## config.mk

```make
export PLATFORM = sky130hd
export DESIGN_NAME = mcmode_ctrl
export DESIGN_NICKNAME = d
export VERILOG_FILES = /design/src/logic/mcmode_pkg.sv /design/src/logic/mcmode_mult_if.sv /design/src/logic/mcmode_mult.sv /design/src/logic/mcmode_ctrl.sv
export SDC_FILE = /design/constraint.sdc
export NUM_CORES = 1
export LEC_CHECK = 0
export BUFFER_PORTS_ARGS = -buffer_cell sky130_fd_sc_hd__buf_2
export CORE_MARGIN = 1
export CORE_UTILIZATION = 53
export DETAILED_ROUTE_END_ITERATION = 8
export PLACE_DENSITY = 0.77
export SLEW_MARGIN = 20
export SYNTH_ARGS = -nofsm -noshare
export SYNTH_HDL_FRONTEND = slang
export SYNTH_SLANG_ARGS = --single-unit
```

## constraint.sdc

```tcl
create_clock -name pclk -period 5 [get_ports pclk]
set_input_delay 0.25 -clock pclk [delete_from_list [all_inputs] [get_ports pclk]]
set_output_delay 0.25 -clock pclk [all_outputs]
set_load 0.02 [all_outputs]
```

## src/logic/mcmode_pkg.sv

```systemverilog
package mcmode_pkg;
	// Register byte offsets
	localparam logic [7:0] OFF_MAIN = 8'h00;
	localparam logic [7:0] OFF_PHASE = 8'h04;
	localparam logic [7:0] OFF_MODE = 8'h08;
	localparam logic [7:0] OFF_WEIGHT = 8'h0c;
	localparam logic [7:0] OFF_PREV_ZC = 8'h10;
	localparam logic [7:0] OFF_CUR_ZC = 8'h14;
	localparam logic [7:0] OFF_NEXT_CMP = 8'h18;
	localparam logic [7:0] OFF_SYS = 8'h1c;
	localparam logic [7:0] OFF_DUTY = 8'h20;
	localparam logic [7:0] OFF_STATUS = 8'h24;
	// Main control field positions
	localparam int unsigned BIT_OE = 7;
	localparam int unsigned BIT_CKE = 6;
	localparam int unsigned BIT_SENSOR = 5;
	localparam int unsigned BIT_DAC = 4;
	localparam int unsigned BIT_REG = 3;
	localparam int unsigned BIT_AUTO = 2;
	localparam int unsigned BIT_PZ = 1;
	localparam int unsigned BIT_CAP = 0;
	// System control field positions
	localparam int unsigned BIT_ZC_STOP = 0;
	localparam int unsigned BIT_HI_RATE = 1;
	// Status field positions
	localparam int unsigned BIT_FROZEN = 16;
	localparam int unsigned BIT_ZC_RUN = 17;
	// Values after reset
	localparam logic [7:0] RST_MAIN = 8'h00;
	localparam logic [5:0] RST_PHASE = 6'h00;
	localparam logic [2:0] RST_MODE = 3'h0;
	localparam logic [7:0] RST_BYTE = 8'h00;
	localparam logic [1:0] RST_SYS = 2'h0;
	localparam logic [11:0] RST_DUTY = 12'h000;
	// PWM counter width and multiplier scaling (divide by 256)
	localparam int unsigned PWM_W = 12;
	localparam int unsigned MULT_SHIFT = 8;
	// Reset-state option of the phase outputs
	typedef enum logic [1:0] {
		RSTATE_HIZ = 2'h0,
		RSTATE_LOW = 2'h1,
		RSTATE_HIGH = 2'h2
	} mcmode_rstate_t;
endpackage

```

## src/logic/mcmode_mult_if.sv

```systemverilog
`timescale 1ns/1ps
interface mcmode_mult_if;
	logic [7:0] weight;
	logic [7:0] operand;
	logic [7:0] result;
	modport ctrl (output weight, output operand, input result);
	modport mult (input weight, input operand, output result);
endinterface

```

## src/logic/mcmode_mult.sv

```systemverilog
`timescale 1ns/1ps
module mcmode_mult (
	// Operands and scaled product
	mcmode_mult_if.mult m
);
	logic [15:0] product;

	assign product = 16'(m.weight) * 16'(m.operand);
	// Keeping only the upper byte is the divide by 256
	assign m.result = product[15:mcmode_pkg::MULT_SHIFT];
endmodule // mcmode_mult

```

## src/logic/mcmode_ctrl.sv

```systemverilog
// The placing of the registers and the APB interface to the registers were chosen for this implementation.
`timescale 1ns/1ps
// Notes on behaviour
// - Output enable bit 7: clear holds phase outputs in reset state, set drives them.
// - Output enable clear forces reset state: high impedance, high or low by option.
// - Outputs off, sensorless, PWM-rate sampling: stop bit halts zero-crossing sampling.
// - Clock enable bit 6 clear stops internal clocks; events ignored, preloads frozen.
// - Register writes still work while the internal clocks are stopped.
// - Direct access without clocks gives static levels; with clocks PWM may apply.
// - Voltage mode, clocks stopped, outputs on: PWM-carrying outputs stay at 1.
// - Current mode, clocks stopped, outputs on, no direct access: PWM-carrying outputs go to 0.
// - Outputs at static 1 stay at 1 when clocks stop.
// - PWM counter is held at zero while clock enable is clear.
// - Setting clock enable copies update-event preload registers to active ones.
// - Sensor bit 5: 0 sensorless three PWM phases, 1 sensor, middle mode ignored.
// - Without direct access, preloaded phase and high mode bit apply at next commutation.
// - Direct access phase write drives outputs and raises a commutation event now.
// - Bit 3 selects voltage mode when 0 and current mode when 1.
// - Bit 2 selects switched or autoswitched; next compare always read and write.
// - Bit 1 enables parasitic zero-crossing protection and bypasses the event filter.
// - Bit 0 picks previous or current capture; compare is weight times capture / 256.
// - Autoswitched mode loads the weighted product into next compare at zero crossing.
module mcmode_ctrl (
	// Clock and reset
	input wire logic pclk,
	input wire logic presetn,
	// APB slave
	input wire logic psel,
	input wire logic penable,
	input wire logic pwrite,
	input wire logic [7:0] paddr,
	input wire logic [31:0] pwdata,
	output logic [31:0] prdata,
	output logic pready,
	output logic pslverr,
	// Event inputs from the sampling logic
	input wire logic commutation_event,
	input wire logic zc_event,
	input wire logic [7:0] zc_value,
	// Reset-state option strap
	input wire logic [1:0] reset_state_opt,
	// Phase outputs to the power stage
	output logic [5:0] phase_outputs,
	output logic [5:0] phase_outputs_oe_n,
	// Mode and control outputs
	output logic periph_clk_en,
	output logic commutation_out,
	output logic update_pulse,
	output logic zc_sampling_run,
	output logic demag_sampling,
	output logic zc_filter_bypass,
	output logic three_phase_pwm,
	output logic current_mode,
	output logic auto_mode,
	output logic [2:0] output_mode_bits
);
	logic [7:0] motor_main_control;
	logic [5:0] phase_pre;
	logic [5:0] phase_act;
	logic [2:0] mode_pre;
	logic mode_hi_act;
	logic [7:0] multiplier_weight;
	logic [7:0] previous_zc_capture;
	logic [7:0] current_zc_capture;
	logic [7:0] next_compare_reg;
	logic [1:0] system_control_reg;
	logic [11:0] duty_pre;
	logic [11:0] duty_act;
	logic [11:0] pwm_cnt;
	logic cke_q;
	logic after_zc;
	logic [1:0] opt_meta;
	logic [1:0] opt_sync;
	logic [31:0] rd_mux;
	logic mapped;
	mcmode_mult_if mif ();

	wire oe = motor_main_control[mcmode_pkg::BIT_OE];
	wire cke = motor_main_control[mcmode_pkg::BIT_CKE];
	wire sensor_select = motor_main_control[mcmode_pkg::BIT_SENSOR];
	wire dac = motor_main_control[mcmode_pkg::BIT_DAC];
	wire capture_source_select = motor_main_control[mcmode_pkg::BIT_CAP];
	wire zc_stop = system_control_reg[mcmode_pkg::BIT_ZC_STOP];
	wire hi_rate = system_control_reg[mcmode_pkg::BIT_HI_RATE];

	function automatic logic hit(input logic [7:0] a, input logic [7:0] off);
		hit = (a == off);
	endfunction

	// APB decode
	wire setup = psel & ~penable;
	wire access = psel & penable;
	wire wr = access & pwrite;
	wire wr_main = wr & hit(paddr, mcmode_pkg::OFF_MAIN);
	wire wr_phase = wr & hit(paddr, mcmode_pkg::OFF_PHASE);
	wire wr_mode = wr & hit(paddr, mcmode_pkg::OFF_MODE);
	wire wr_weight = wr & hit(paddr, mcmode_pkg::OFF_WEIGHT);
	wire wr_prev = wr & hit(paddr, mcmode_pkg::OFF_PREV_ZC);
	wire wr_cur = wr & hit(paddr, mcmode_pkg::OFF_CUR_ZC);
	wire wr_cmp = wr & hit(paddr, mcmode_pkg::OFF_NEXT_CMP);
	wire wr_sys = wr & hit(paddr, mcmode_pkg::OFF_SYS);
	wire wr_duty = wr & hit(paddr, mcmode_pkg::OFF_DUTY);

	// Hardware events only count while the internal clocks run; a direct access phase write commutes at any time
	wire zc_seen = cke & zc_event;
	wire comm_seen = cke & commutation_event & ~dac;
	wire direct_comm = dac & wr_phase;
	wire c_event = comm_seen | direct_comm;
	wire cke_rise = cke & ~cke_q;
	wire pwm_wrap = cke & (pwm_cnt == {mcmode_pkg::PWM_W{1'b1}});
	wire duty_load = cke_rise | pwm_wrap;
	wire pwm_raw = (pwm_cnt < duty_act);
	wire frozen = ~cke & oe & ~dac;
	wire auto_load = zc_seen & motor_main_control[mcmode_pkg::BIT_AUTO];

	always_comb begin
		mapped = 1'b1;
		rd_mux = 32'h0000_0000;
		if (hit(paddr, mcmode_pkg::OFF_MAIN)) begin
			rd_mux[7:0] = motor_main_control;
		end else if (hit(paddr, mcmode_pkg::OFF_PHASE)) begin
			rd_mux[5:0] = phase_pre;
		end else if (hit(paddr, mcmode_pkg::OFF_MODE)) begin
			rd_mux[2:0] = mode_pre;
		end else if (hit(paddr, mcmode_pkg::OFF_WEIGHT)) begin
			rd_mux[7:0] = multiplier_weight;
		end else if (hit(paddr, mcmode_pkg::OFF_PREV_ZC)) begin
			rd_mux[7:0] = previous_zc_capture;
		end else if (hit(paddr, mcmode_pkg::OFF_CUR_ZC)) begin
			rd_mux[7:0] = current_zc_capture;
		end else if (hit(paddr, mcmode_pkg::OFF_NEXT_CMP)) begin
			rd_mux[7:0] = next_compare_reg;
		end else if (hit(paddr, mcmode_pkg::OFF_SYS)) begin
			rd_mux[1:0] = system_control_reg;
		end else if (hit(paddr, mcmode_pkg::OFF_DUTY)) begin
			rd_mux[11:0] = duty_pre;
		end else if (hit(paddr, mcmode_pkg::OFF_STATUS)) begin
			rd_mux[11:0] = pwm_cnt;
			rd_mux[mcmode_pkg::BIT_FROZEN] = frozen;
			rd_mux[mcmode_pkg::BIT_ZC_RUN] = zc_sampling_run;
		end else begin
			mapped = 1'b0;
		end
	end

	assign pready = 1'b1;
	assign pslverr = access & ~mapped;

	always_ff @(posedge pclk or negedge presetn) begin
		if (!presetn) begin
			prdata <= 32'h0000_0000;
		end else if (setup & ~pwrite) begin
			prdata <= rd_mux;
		end
	end

	// Option strap crosses in from a pin
	always_ff @(posedge pclk or negedge presetn) begin
		if (!presetn) begin
			opt_meta <= 2'h0;
			opt_sync <= 2'h0;
		end else begin
			opt_meta <= reset_state_opt;
			opt_sync <= opt_meta;
		end
	end

	// Software registers; writes never depend on clock enable
	always_ff @(posedge pclk or negedge presetn) begin
		if (!presetn) begin
			motor_main_control <= mcmode_pkg::RST_MAIN;
			phase_pre <= mcmode_pkg::RST_PHASE;
			mode_pre <= mcmode_pkg::RST_MODE;
			multiplier_weight <= mcmode_pkg::RST_BYTE;
			system_control_reg <= mcmode_pkg::RST_SYS;
			duty_pre <= mcmode_pkg::RST_DUTY;
		end else begin
			if (wr_main) motor_main_control <= pwdata[7:0];
			if (wr_phase) phase_pre <= pwdata[5:0];
			if (wr_mode) mode_pre <= pwdata[2:0];
			if (wr_weight) multiplier_weight <= pwdata[7:0];
			if (wr_sys) system_control_reg <= pwdata[1:0];
			if (wr_duty) duty_pre <= pwdata[11:0];
		end
	end

	// Captures and next compare; a hardware event beats a same-cycle write
	always_ff @(posedge pclk or negedge presetn) begin
		if (!presetn) begin
			previous_zc_capture <= mcmode_pkg::RST_BYTE;
			current_zc_capture <= mcmode_pkg::RST_BYTE;
			next_compare_reg <= mcmode_pkg::RST_BYTE;
		end else begin
			if (zc_seen) begin
				previous_zc_capture <= current_zc_capture;
				current_zc_capture <= zc_value;
			end else begin
				if (wr_prev) previous_zc_capture <= pwdata[7:0];
				if (wr_cur) current_zc_capture <= pwdata[7:0];
			end
			if (auto_load) begin
				next_compare_reg <= mif.result;
			end else if (wr_cmp) begin
				next_compare_reg <= pwdata[7:0];
			end
		end
	end

	// Operand as the capture registers will hold it after this event
	assign mif.weight = multiplier_weight;
	assign mif.operand = capture_source_select ? zc_value : current_zc_capture;

	mcmode_mult u_mult (
		.m(mif.mult)
	);

	// Active phase state and preload-only high mode bit
	always_ff @(posedge pclk or negedge presetn) begin
		if (!presetn) begin
			phase_act <= mcmode_pkg::RST_PHASE;
			mode_hi_act <= 1'b0;
			after_zc <= 1'b0;
			commutation_out <= 1'b0;
		end else begin
			if (direct_comm) begin
				phase_act <= pwdata[5:0];
			end else if (comm_seen) begin
				phase_act <= phase_pre;
			end
			if (c_event) mode_hi_act <= mode_pre[2];
			if (c_event) begin
				after_zc <= 1'b0;
			end else if (zc_seen) begin
				after_zc <= 1'b1;
			end
			commutation_out <= c_event;
		end
	end

	// PWM generator with update-event preload of the duty
	always_ff @(posedge pclk or negedge presetn) begin
		if (!presetn) begin
			pwm_cnt <= 12'h000;
			duty_act <= mcmode_pkg::RST_DUTY;
			cke_q <= 1'b0;
			update_pulse <= 1'b0;
		end else begin
			pwm_cnt <= cke ? pwm_cnt + 12'h001 : 12'h000;
			if (duty_load) duty_act <= duty_pre;
			cke_q <= cke;
			update_pulse <= duty_load;
		end
	end

	// Low mode bit picks the channel group in direct access
	wire group_low = (dac | after_zc) ? mode_pre[0] : mode_hi_act;
	// Stopped clocks: static level in direct access, else the regulation mode decides
	wire pwm_eff = cke ? pwm_raw : (dac | ~current_mode);
	wire rst_high = (opt_sync == mcmode_pkg::RSTATE_HIGH);
	wire rst_hiz = (opt_sync == mcmode_pkg::RSTATE_HIZ);
	logic [5:0] pwm_mask;
	logic [5:0] next_out;

	// Even outputs are low channels, odd outputs high channels
	genvar gi;
	generate
		for (gi = 0; gi < 6; gi = gi + 1) begin : g_phase
			assign pwm_mask[gi] = ((gi % 2) == 0) ? group_low : ~group_low;
			// A static 1 stays 1 even with clocks stopped
			assign next_out[gi] = oe ?
				(phase_act[gi] & (pwm_mask[gi] ? pwm_eff : 1'b1)) : rst_high;
		end
	endgenerate

	always_ff @(posedge pclk or negedge presetn) begin
		if (!presetn) begin
			phase_outputs <= 6'h00;
			phase_outputs_oe_n <= 6'h3f;
		end else begin
			phase_outputs <= next_out;
			phase_outputs_oe_n <= {6{~oe & rst_hiz}};
		end
	end

	// Mode outputs
	assign periph_clk_en = cke;
	assign current_mode = motor_main_control[mcmode_pkg::BIT_REG];
	assign auto_mode = motor_main_control[mcmode_pkg::BIT_AUTO];
	assign zc_filter_bypass = motor_main_control[mcmode_pkg::BIT_PZ];
	assign three_phase_pwm = ~sensor_select;
	assign output_mode_bits = {mode_hi_act, mode_pre[1] & ~sensor_select, mode_pre[0]};
	assign zc_sampling_run = cke & ~(~oe & ~sensor_select & ~hi_rate & zc_stop);
	assign demag_sampling = cke & ~zc_sampling_run;
endmodule // mcmode_ctrl

```

==> results of run 1 <==
[worst max-delay path: cells and delay by family, from the launching register on]
kind	cells	cell delay [ns]
buffers and inverters	5	0.68
AO/OA/AOI/OAI	5	0.74
flip-flops	1	0.45
AND/OR/NAND/NOR	1	0.15
adder cells (fa/ha/maj)	5	2.32
XOR/XNOR	1	0.24
multiplexers	1	0.12
[synthesized netlist by cell type, types with 3 or more instances]
library cell,n,area share [%]
sky130_fd_sc_hd__inv_1,58,2.6
sky130_fd_sc_hd__o211ai_1,7,0.62
sky130_fd_sc_hd__nand2b_1,8,0.59
sky130_fd_sc_hd__o21a_1,6,0.54
sky130_fd_sc_hd__buf_1,6,0.27
sky130_fd_sc_hd__buf_2,8,0.48
sky130_fd_sc_hd__o21ai_1,9,0.54
sky130_fd_sc_hd__fa_1,35,8.3
sky130_fd_sc_hd__and3_1,5,0.37
sky130_fd_sc_hd__and2_1,29,2.2
sky130_fd_sc_hd__a21oi_1,28,1.7
sky130_fd_sc_hd__nand4_1,6,0.45
sky130_fd_sc_hd__ha_1,45,6.7
sky130_fd_sc_hd__xnor2_1,10,1.0
sky130_fd_sc_hd__buf_4,27,2.4
sky130_fd_sc_hd__clkbuf_1,19,0.85
sky130_fd_sc_hd__nand3_1,21,1.2
sky130_fd_sc_hd__nor2_1,18,0.80
sky130_fd_sc_hd__nor3b_1,6,0.54
sky130_fd_sc_hd__mux2i_1,36,4.3
sky130_fd_sc_hd__mux2_2,55,7.4
sky130_fd_sc_hd__nor2b_1,36,2.7
sky130_fd_sc_hd__and2b_1,4,0.36
sky130_fd_sc_hd__o21ai_0,37,2.2
sky130_fd_sc_hd__a211oi_1,3,0.27
sky130_fd_sc_hd__nor3_1,8,0.48
sky130_fd_sc_hd__nand2_1,75,3.3
sky130_fd_sc_hd__a21o_1,5,0.45
sky130_fd_sc_hd__o22ai_1,6,0.45
sky130_fd_sc_hd__nor4b_1,3,0.31
sky130_fd_sc_hd__mux2_4,5,0.89
sky130_fd_sc_hd__a221oi_1,4,0.42
sky130_fd_sc_hd__a22oi_1,15,1.3
sky130_fd_sc_hd__dfrtp_1,122,36
sky130_fd_sc_hd__buf_6,3,0.40
sky130_fd_sc_hd__xor2_1,7,0.73
sky130_fd_sc_hd__nor4_1,3,0.22
[cell usage in the layout (no fill, tap or decap), drive strengths merged, types with 3 or more instances in the layout]
master | synthesis | routed
dfrtp | 122 | 122
buf | 44 | 101
nand2 | 77 | 77
mux2 | 61 | 61
inv | 58 | 58
o21ai | 46 | 46
ha | 45 | 45
mux2i | 37 | 37
nor2b | 36 | 36
fa | 35 | 35
and2 | 30 | 30
a21oi | 28 | 28
clkbuf | 19 | 25
nand3 | 22 | 22
conb | 2 | 19
nor2 | 19 | 19
a22oi | 15 | 15
nor3 | 11 | 11
xnor2 | 10 | 10
nand2b | 8 | 8
xor2 | 7 | 7
o211ai | 7 | 7
nand4 | 6 | 6
nor3b | 6 | 6
o21a | 6 | 6
o22ai | 6 | 6
and3 | 5 | 5
a21o | 5 | 5
and2b | 4 | 4
bufinv | 0 | 4
a221oi | 4 | 4
nor4 | 4 | 4
a211oi | 3 | 3
nor4b | 3 | 3
a31oi | 3 | 3
[final cells by class]
cell class,count,area [um2]
fillers,1226,5680
multi-input cells,597,4890
flip-flops and latches,123,3080
repair buffers,103,606
clock buffers,25,495
well taps,211,264
inverters,58,218
clock inverters,7,138
[where the power goes]
| part | leakage (nW) | internal [mW] | switching [mW] |
|---|---|---|---|
| Combinational | 2.98 | 0.0757 | 0.146 |
| Clock | 0.307 | 0.885 | 0.427 |
| Sequential | 1.69 | 1.02 | 0.0255 |
[what timing repair did]
action | 4_1_cts | 5_1_grt
endpoints found under the hold margin | 2 | 0
buffers inserted | 0 | 3
setup endpoints to repair | 0 | 5
hold buffers | 2 | 0
gates resized for setup | 0 | 16
[per-layer routing]
| metal | global-route usage, % | up-vias | part of all wire, % |
|---|---|---|---|
| met5 | 0 | - | 0 |
| met4 | 9.69 | 0 | 3.4 |
| met3 | 5.47 | 68 | 7.4 |
| met2 | 43.0 | 314 | 47 |
| met1 | 36.9 | 3267 | 42 |
| li1 | - | 2966 | - |
[worst max-delay path by stage]
stage / slack (ns) / cells after the start / end
floorplan: 0.20 / 16 / next_compare_reg[4]
global placement: 0.17 / 16 / next_compare_reg[4]
detailed placement: 0.08 / 16 / next_compare_reg[3]
CTS: 0.03 / 17 / next_compare_reg[4]
global route: 0.01 / 17 / next_compare_reg[5]
finish: 0.17 / 18 / next_compare_reg[3]
[cell families (layout without fill, tap and decap cells)]
kind of cell | count (synthesis) | in the layout
other | 2 | 19
buffers and inverters | 121 | 193
multiplexers | 98 | 98
XOR/XNOR | 17 | 17
flip-flops | 123 | 123
AND/OR/NAND/NOR | 243 | 243
adder cells (fa/ha/maj) | 80 | 80
AO/OA/AOI/OAI | 140 | 140
[stage by stage]
stage / util, % / setup slack (ns)
finish: 63.0 / 0.169
global route: 63.0 / 0.00974
CTS: 62.3 / 0.0277
detailed placement: 58.0 / 0.0814
global placement: 58.0 / 0.169
floorplan: - / 0.203
==> results.rst, run 1 <==
.. list-table::
   :header-rows: 1

   * - Metric
     - Value
   * - Floorplan core area
     - 15,400 um2
   * - Final wirelength
     - 21,200 um
   * - Top register by number of flip-flops
     - prdata
   * - Antenna cells
     - 0
   * - Outcome
     - finished with violations
   * - Vias per cell
     - 5.89
   * - Post-DR wirelength/cell
     - 18.8 um
   * - Wire length of the first global-routing pass
     - 33,800 um
   * - Critical path required time
     - 5.27 ns
   * - Share of cells above drive strength 1
     - 24.3%
   * - Leakage power figure
     - 4.97 nW
   * - Rows
     - 45
   * - Failing checks
     - negative hold slack
   * - CTS buffer count
     - 17
   * - Cell Area, Placed
     - 8920 um2
   * - GPL Wtd Cong
     - 0.939
   * - Power per cell area
     - 266 nW/um2
   * - Buffer levels on the longest clock path
     - 2
   * - Fraction of registers with async set or reset after synthesis
     - 100%
   * - Clock tree from TritonCTS
     - yes
   * - Sum Neg Setup Slack
     - 0 ns
   * - Post-route clock period utilization
     - 96.6%
   * - Portion of netlist area occupied by mux cells
     - 12.8%
   * - Top Ports
     - 115
   * - Clock input transition at the sequential cells of the worst setup and hold paths
     - 0.05 ns
   * - Transition time of the tightest slew-check pin
     - 0.965 ns
   * - Mapped Area
     - 8410 um2
   * - Pin count of the biggest net entering global routing
     - 76
   * - Max reg flops
     - 14
   * - Master cell of the clock root buffer
     - sky130_fd_sc_hd__clkbuf_16
   * - Top FF cell, synth
     - sky130_fd_sc_hd__dfrtp_1
   * - Die boundary height
     - 128 um
   * - Remaining global-route overflow
     - 0
   * - Post-route worst hold slack
     - -0.0486 ns
   * - RSZ-0062 raised after global routing
     - false
   * - Final cell count without fillers
     - 1,124
   * - Max capacitance violation total
     - 0
   * - Critical-path top delay cell
     - sky130_fd_sc_hd__fa_1
   * - Crit-path max FO
     - 8
   * - Adder-cell share of the synthesized area
     - 15.0%
   * - Die outline area
     - 16,400 um2
   * - Simple-gate share of the synthesized area
     - 16.0%
   * - Initial antenna violation count
     - 0
   * - Area added between synthesis and finish
     - 15.2%
   * - Critical path cell sequence
     - buf_4 > mux2i_1 > buf_4 > nand2b_4 > fa_1 > fa_1 > inv_1 > fa_1 > fa_1 > ha_4 > o211a_1 > a211oi_1 > buf_4 > buf_12 > a31oi_4 > a21oi_2 > xor2_1 > o21ai_0
   * - Total non-filler cell area in the finished layout
     - 9690 um2
   * - Synth Area in XOR/XNOR
     - 1.77%
   * - Flip-flop and latch count after synthesis
     - 123
   * - Starting density of the core
     - 54.7%
   * - Slew Limit Headroom
     - 35.6%
   * - Clock Skew
     - 0.0100 ns
   * - Port Buffer Count
     - 75
   * - Detailed Route Iter0 Violations
     - 577
   * - Reg-to-reg setup timing slack
     - 0.17 ns
   * - Worst setup path start
     - motor_main_control[0]
   * - Number of remaining DRC errors
     - 0
   * - Antenna violation net count after detailed routing
     - 0
   * - Max frequency
     - 0.207 GHz
   * - Main combinational cell family by area after synthesis
     - simple AND/OR/NAND/NOR gates
   * - Worst hold-check path type
     - in -> async
   * - Setup violators final
     - 0
   * - Crit path largest cell delay
     - 0.59 ns
   * - Level count of the clock H-tree
     - 4
   * - Count of placed standard cells including taps
     - 1,087
   * - Cells on worst reg2reg path
     - 18
   * - Max-slew violation count
     - 0
   * - Final total power
     - 2.58 mW
   * - Worst reg2reg path endpoint
     - next_compare_reg[3]
   * - Critical Path Most Common Cell
     - sky130_fd_sc_hd__fa_1
   * - Vias in the first global route
     - 6,431
   * - Total GRT Usage
     - 27.1%
   * - Via count
     - 6,615
   * - Compound-cell area share of the yosys netlist
     - 10.7%
   * - Type of the worst setup path
     - reg -> reg
   * - Critical path capture point type
     - flop
   * - Post-synthesis cell count
     - 824
   * - Startpoint class of the critical path
     - flop
   * - Share of the yosys chip area belonging to registers
     - 36.6%
   * - Worst-skew pair later-pin latency
     - 0.42 ns
   * - Startpoint of the worst-slack reg-to-reg timing path
     - motor_main_control[0]
   * - Die W
     - 128 um
   * - Synth cell types
     - 70
   * - IR drop worst, VDD
     - 0.224 mV
   * - Number of synthesized flops with an enable pin
     - 0
   * - CTS Sinks
     - 123
   * - Estimated wirelength of the detail-placed design
     - 15,400 um
   * - Detailed Routing Iterations Pass 1
     - 5
   * - Mean post-synth cell area
     - 10.2 um2
   * - Data arrival time of the critical path
     - 5.10 ns
   * - Time the final worst path needs with I/O delays and setup
     - 4.83 ns
   * - Yosys warning total
     - 0
   * - Final Hold Vio Count
     - 34
   * - Net count, final
     - 1,037
(Power assumes the default switching activity.)
==> run 2, diff against run 1 <==
--- a/config.mk
+++ b/config.mk
@@ -9,6 +9,7 @@
 export CORE_MARGIN = 1
 export CORE_UTILIZATION = 53
 export DETAILED_ROUTE_END_ITERATION = 8
+export HOLD_SLACK_MARGIN = 0.12
 export PLACE_DENSITY = 0.77
 export SLEW_MARGIN = 20
 export SYNTH_ARGS = -nofsm -noshare
==> run 2 against run 1 <==
The run now ends clean. Global-route usage rose by 0.29 points. Hold slack improved by 0.21 ns. Highest routed layer unchanged. Count of clock-buffer cells in the layout did not move. Sequential power barely moved. Register-to-register slack got worse by 0.13 ns. Routed wire length rose by 1.5%. Sequential cell count did not move. Non-clock buffer count rose by 16. Clock power barely moved. Via count rose by 0.83%. Die area did not move. Core utilization rose by 0.92 points.
==> results.rst, run 2 (synthesis results as in run 1) <==
.. list-table::
   :header-rows: 1

   * - Metric
     - Value
   * - Number of remaining DRC errors
     - 0
   * - Port Buffer Count
     - 75
   * - Net count, final
     - 1,053
   * - Critical path's top delay family
     - adder cells
   * - CTS Sinks
     - 123
   * - Vias per cell
     - 5.85
   * - Critical Path Most Common Cell
     - sky130_fd_sc_hd__fa_1
   * - Metal1 wirelength
     - 8950 um
   * - Count of placed standard cells including taps
     - 1,087
   * - Floorplan core area
     - 15,400 um2
   * - RSZ-0062 raised after global routing
     - true
   * - Detailed Route Iter0 Violations
     - 587
   * - Sequential share of power
     - 40.4%
   * - Antenna cells
     - 0
   * - Leakage power figure
     - 5.05 nW
   * - Worst Hold End
     - duty_pre[7]
   * - Die W
     - 128 um
   * - Max capacitance violation total
     - 0
   * - Hold Crit Start
     - pwdata[7]
   * - Clock tree from TritonCTS
     - yes
   * - Max frequency
     - 0.201 GHz
   * - Slew Limit Headroom
     - 35.4%
   * - Setup violators final
     - 0
   * - Buffers & Inverters on Critical Path
     - 5
   * - Initial antenna violation count
     - 0
   * - Clock Skew
     - 0.0120 ns
   * - Buffer levels on the longest clock path
     - 2
   * - Fraction of power consumed by combinational cells
     - 9.0%
   * - Crit-path max FO
     - 8
   * - Critical path required time
     - 5.27 ns
   * - Remaining global-route overflow
     - 0
   * - Startpoint class of the critical path
     - flop
   * - Count of cells along the worst hold path
     - 2
   * - Detailed Routing Iterations Pass 1
     - 6
   * - Die boundary height
     - 128 um
   * - Share of cells above drive strength 1
     - 24.0%
   * - Post-route clock period utilization
     - 99.3%
   * - Worst-skew pair later-pin latency
     - 0.42 ns
   * - Top register by number of flip-flops
     - prdata
   * - Antenna violation net count after detailed routing
     - 0
   * - Pin count of the biggest net entering global routing
     - 76
   * - Top Ports
     - 115
   * - Stages on worst setup path
     - 18
   * - Switching Power
     - 0.598 mW
   * - Share of power burned in the clock network
     - 50.5%
   * - Top Metal Used
     - met4
   * - Post-layout util
     - 64.0%
   * - Cell Area, Placed
     - 8920 um2
   * - Via count
     - 6,670
   * - Critical path capture point type
     - flop
   * - Clock input transition at the sequential cells of the worst setup and hold paths
     - 0.05 ns
   * - CTS buffer count
     - 17
   * - Area added between synthesis and finish
     - 16.9%
   * - GPL Wtd Cong
     - 0.939
   * - Starting density of the core
     - 54.7%
   * - Most frequent standard cell in the layout excluding fill and tap cells
     - sky130_fd_sc_hd__dfrtp_1
   * - Power per cell area
     - 264 nW/um2
   * - Worst reg2reg path endpoint
     - next_compare_reg[3]
   * - Master cell of the clock root buffer
     - sky130_fd_sc_hd__clkbuf_16
   * - Worst hold-check path type
     - in -> reg
   * - Internal
     - 1.99 mW
   * - Met3 wire len
     - 1580 um
   * - Cells on worst reg2reg path
     - 18
   * - Transition time of the tightest slew-check pin
     - 0.966 ns
   * - Total GRT Usage
     - 27.4%
   * - Rows
     - 45
   * - Post-DR wirelength/cell
     - 18.8 um
   * - Time the final worst path needs with I/O delays and setup
     - 4.96 ns
   * - Outcome
     - complete, no violations
   * - Estimated wirelength of the detail-placed design
     - 15,400 um
   * - Critical path cell sequence
     - buf_6 > mux2i_1 > buf_4 > nor2b_1 > fa_1 > fa_1 > fa_1 > inv_1 > fa_1 > inv_1 > ha_1 > a21o_1 > a21oi_2 > buf_4 > a31oi_4 > a21oi_2 > xor2_1 > o21ai_0
   * - Wire length of the first global-routing pass
     - 34,100 um
   * - Reg-to-reg setup timing slack
     - 0.04 ns
   * - Max reg flops
     - 14
   * - IR drop worst, VDD
     - 0.222 mV
   * - Die outline area
     - 16,400 um2
   * - Max-slew violation count
     - 0
   * - Crit path largest cell delay
     - 0.54 ns
   * - Sum Neg Setup Slack
     - 0 ns
   * - Total non-filler cell area in the finished layout
     - 9830 um2
   * - Type of the worst setup path
     - reg -> reg
   * - Final wirelength
     - 21,500 um
   * - Startpoint of the worst-slack reg-to-reg timing path
     - motor_main_control[0]
   * - Data arrival time of the critical path
     - 5.23 ns
   * - Vias in the first global route
     - 6,503
   * - Final Hold Vio Count
     - 0
   * - Proportion of total power due to net switching
     - 23.1%
   * - Detailed-routed wire length on met2
     - 10,300 um
   * - Final cell count without fillers
     - 1,140
   * - Critical-path top delay cell
     - sky130_fd_sc_hd__fa_1
   * - Top library cells by usage in the layout, fill and taps aside
     - sky130_fd_sc_hd__dfrtp_1 (121), sky130_fd_sc_hd__nand2_1 (75), sky130_fd_sc_hd__buf_2 (74)
   * - Level count of the clock H-tree
     - 4
==> run 2: cell types whose count changed in the layout (fill, tap and decap cells not counted), sizes merged <==
cell,previous run,this run
buf,101,104
dlygate4sd3,2,15
==> run 2: metal layers <==
metal / track usage [%] / vias to the layer above
li1: - / 3000
met1: 37.1 / 3282
met2: 43.8 / 326
met3: 5.30 / 62
met4: 9.97 / 0
met5: 0 / -
==> run 2: what timing repair did <==
item / CTS / global route
hold endpoints to repair: 88 / 0
setup buffers: 0 / 6
resized for setup: 0 / 16
hold buffers: 15 / 0
endpoints found under the setup margin: 0 / 5
==> run 2: per-stage QoR <==
stage	hold slack [ns]	setup slack (ns)	power (mW)
2_1_floorplan	-0.0456	0.203	1.19
3_3_place_gp	0.334	0.169	1.27
3_5_place_dp	0.336	0.0814	1.28
4_1_cts	0.157	0.0277	2.58
5_1_grt	0.170	-0.0916	2.67
6_report	0.163	0.0371	2.59
==> run 2: layout make-up <==
class                           instances  area, um2
Tap cell                              211        264
Inverter                               58        218
Clock buffer                           25        495
Timing Repair Buffer                  119        762
Multi-Input combinational cell        597       4870
Fill cell                            1200       5540
Sequential cell                       123       3080
Clock inverter                          7        138
==> run 2: how the worst max path moves through the flow <==
stage                          startpoint                   to  slack (ns)
floorplan           motor_main_control[0]  next_compare_reg[4]        0.20
global placement    motor_main_control[0]  next_compare_reg[4]        0.17
detailed placement  motor_main_control[0]  next_compare_reg[3]        0.08
CTS                 motor_main_control[0]  next_compare_reg[4]        0.03
global route        motor_main_control[0]  next_compare_reg[3]       -0.09
finish              motor_main_control[0]  next_compare_reg[3]        0.04
==> run 2: power groups by stage <==
stage	sequential, mW	combinational [mW]	clock [mW]
6_report	1.05	0.234	1.31
5_1_grt	1.05	0.254	1.37
4_1_cts	1.05	0.222	1.31
3_5_place_dp	1.06	0.212	0
3_3_place_gp	1.06	0.208	0
2_1_floorplan	1.06	0.126	0
==> run 3, diff against run 2 <==
==> constraint.sdc (replaced) <==
create_clock -name pclk -period 5 [get_ports pclk]
set_input_delay 0.5 -clock pclk [delete_from_list [all_inputs] [get_ports pclk]]
set_output_delay 0.5 -clock pclk [all_outputs]
set_load 0.02 [all_outputs]
==> run 3 against run 2 <==
Non-clock buffer count down 21. Critical path depth did not move. Worst setup slack better by 0.14 ns. Largest power group unchanged. Final area is 2.7% lower. Sequential power hardly changed. Critical path type unchanged.
==> results.rst, run 3 (synthesis results as in run 1) <==
.. list-table::
   :header-rows: 1

   * - Metric
     - Value
   * - Transition time of the tightest slew-check pin
     - 0.997 ns
   * - Via count
     - 6,530
   * - Critical-path top delay cell
     - sky130_fd_sc_hd__fa_1
   * - Remaining global-route overflow
     - 0
   * - Leakage power figure
     - 4.94 nW
   * - Buffer levels on the longest clock path
     - 2
   * - Number of remaining DRC errors
     - 0
   * - Count of placed standard cells including taps
     - 1,085
   * - Setup violators final
     - 0
   * - Area added between synthesis and finish
     - 13.7%
   * - Pin count of the biggest net entering global routing
     - 72
   * - Critical Path Sink
     - next_compare_reg[3]
   * - Clock input transition at the sequential cells of the worst setup and hold paths
     - 0.06 ns
   * - CTS Sinks
     - 123
   * - Vias per cell
     - 5.84
   * - Initial antenna violation count
     - 0
   * - Stages on worst setup path
     - 18
   * - Worst-skew pair later-pin latency
     - 0.41 ns
   * - Share of cells above drive strength 1
     - 23.3%
   * - Critical path cell sequence
     - buf_4 > mux2i_1 > buf_4 > nor2b_1 > fa_1 > fa_1 > fa_1 > inv_1 > fa_1 > inv_1 > ha_1 > a21o_1 > a21oi_1 > buf_4 > a31oi_4 > a21oi_1 > xor2_1 > o21ai_0
   * - Final wirelength
     - 21,000 um
   * - Antenna violation net count after detailed routing
     - 0
   * - Floorplan core area
     - 15,400 um2
   * - Slew Limit Headroom
     - 33.4%
   * - GPL Wtd Cong
     - 0.973
   * - Critical path capture point type
     - flop
   * - Max reg flops
     - 14
   * - Net count, final
     - 1,032
   * - Master cell of the clock root buffer
     - sky130_fd_sc_hd__clkbuf_16
   * - Critical path's top delay family
     - adder cells
   * - Detailed Routing Iterations Pass 1
     - 5
   * - Most frequent standard cell in the layout excluding fill and tap cells
     - sky130_fd_sc_hd__dfrtp_1
   * - Die outline area
     - 16,400 um2
   * - Crit path largest cell delay
     - 0.56 ns
   * - Final Hold Vio Count
     - 0
   * - Estimated wirelength of the detail-placed design
     - 15,100 um
   * - Total GRT Usage
     - 27.0%
   * - Data arrival time of the critical path
     - 5.10 ns
   * - Cells on worst reg2reg path
     - 18
   * - Die boundary height
     - 128 um
   * - Top Ports
     - 115
   * - Startpoint class of the critical path
     - flop
   * - Starting density of the core
     - 54.7%
   * - Crit-path max FO
     - 8
   * - Max-slew violation count
     - 0
   * - Post-DR wirelength/cell
     - 18.8 um
   * - Placement Setup Slack
     - 0.00926 ns
   * - Type of the worst setup path
     - reg -> reg
   * - Critical path required time
     - 5.27 ns
   * - Post-route worst hold slack
     - 0.199 ns
   * - Vias in the first global route
     - 6,258
   * - Port Buffer Count
     - 75
   * - Level count of the clock H-tree
     - 4
   * - Buffers & Inverters on Critical Path
     - 5
   * - Worst setup path start
     - motor_main_control[0]
   * - Clock tree from TritonCTS
     - yes
   * - Rows
     - 45
   * - Antenna cells
     - 0
   * - Worst Setup Slack, final
     - 0.179 ns
   * - CTS buffer count
     - 17
   * - Detailed Route Iter0 Violations
     - 606
   * - Worst hold-check path type
     - in -> async
   * - Wire length of the first global-routing pass
     - 33,500 um
   * - Clock Skew
     - 0.00849 ns
   * - Max frequency
     - 0.207 GHz
   * - Worst reg2reg path endpoint
     - next_compare_reg[3]
   * - Die W
     - 128 um
   * - Power per cell area
     - 266 nW/um2
   * - Outcome
     - complete, no violations
   * - Top library cells by usage in the layout, fill and taps aside
     - sky130_fd_sc_hd__dfrtp_1 (121), sky130_fd_sc_hd__nand2_1 (75), sky130_fd_sc_hd__buf_2 (74)
   * - Critical Path Most Common Cell
     - sky130_fd_sc_hd__fa_1
   * - Reg-to-reg setup timing slack
     - 0.18 ns
   * - Startpoint of the worst-slack reg-to-reg timing path
     - motor_main_control[0]
   * - Final cell count without fillers
     - 1,118
   * - Count of hold buffers inserted by post-cts repair
     - 0
   * - Post-route clock period utilization
     - 96.4%
   * - Max capacitance violation total
     - 0
   * - IR drop worst, VDD
     - 0.287 mV
   * - Time the final worst path needs with I/O delays and setup
     - 4.82 ns
   * - Top register by number of flip-flops
     - prdata
[run 3: worst min-delay path by stage]
stage,endpoint,start
2_1_floorplan,after_zc,presetn
3_3_place_gp,opt_sync[1],opt_meta[1]
3_5_place_dp,opt_sync[0],opt_meta[0]
4_1_cts,opt_meta[0],reset_state_opt[0]
5_1_grt,opt_meta[1],reset_state_opt[1]
6_report,prdata[11],presetn
[run 3: area by class of cell]
cell class	instances	area [um2]
fillers	1220	5810
multi-input cells	597	4830
flip-flops and latches	123	3080
repair buffers	98	551
clock buffers	17	425
well taps	211	264
inverters	58	218
clock inverters	14	198
[run 3: repair_timing]
item                       CTS  global route
buffers inserted             0             2
gates cloned                 0             0
setup endpoints to repair    1             5
gates resized for setup      1             4
[run 3: power breakdown]
group          switching (mW)  internal, mW  leakage, nW  total, mW
Clock                   0.448         0.833        0.299       1.28
Combinational           0.149        0.0704         2.95      0.219
Sequential             0.0259          1.02         1.69       1.05
Total                   0.623          1.93         4.94       2.55
[run 3: through the flow]
stage	instance area, um2	total power, mW	utilization (%)	setup TNS [ns]
2_1_floorplan	8480	1.19	-	0
3_3_place_gp	8900	1.27	57.9	0
3_5_place_dp	8900	1.28	57.9	0
4_1_cts	9530	2.56	62.0	0
5_1_grt	9560	2.62	62.2	-0.00740
6_report	9560	2.55	62.2	0
[run 3: routing by layer]
| metal | share of wire, % | global-route usage (%) | vias up |
|---|---|---|---|
| li1 | - | - | 2961 |
| met4 | 2.8 | 9.34 | 0 |
| met5 | 0 | 0 | - |
| met1 | 43 | 36.4 | 3222 |
| met2 | 47 | 43.7 | 288 |
| met3 | 7.0 | 5.43 | 59 |
[run 3: worst reg2reg max path, cell delays in order (launching register included)]
cell                      delay [ns]
sky130_fd_sc_hd__dfrtp_2        0.47
sky130_fd_sc_hd__buf_4          0.16
sky130_fd_sc_hd__mux2i_1        0.17
sky130_fd_sc_hd__buf_4          0.19
sky130_fd_sc_hd__nor2b_1        0.08
sky130_fd_sc_hd__fa_1           0.56
sky130_fd_sc_hd__fa_1           0.44
sky130_fd_sc_hd__fa_1           0.54
sky130_fd_sc_hd__inv_1          0.05
sky130_fd_sc_hd__fa_1           0.53
sky130_fd_sc_hd__inv_1          0.04
sky130_fd_sc_hd__ha_1           0.31
sky130_fd_sc_hd__a21o_1         0.18
sky130_fd_sc_hd__a21oi_1        0.22
sky130_fd_sc_hd__buf_4          0.16
sky130_fd_sc_hd__a31oi_4        0.10
sky130_fd_sc_hd__a21oi_1        0.18
sky130_fd_sc_hd__xor2_1         0.19
sky130_fd_sc_hd__o21ai_0        0.10
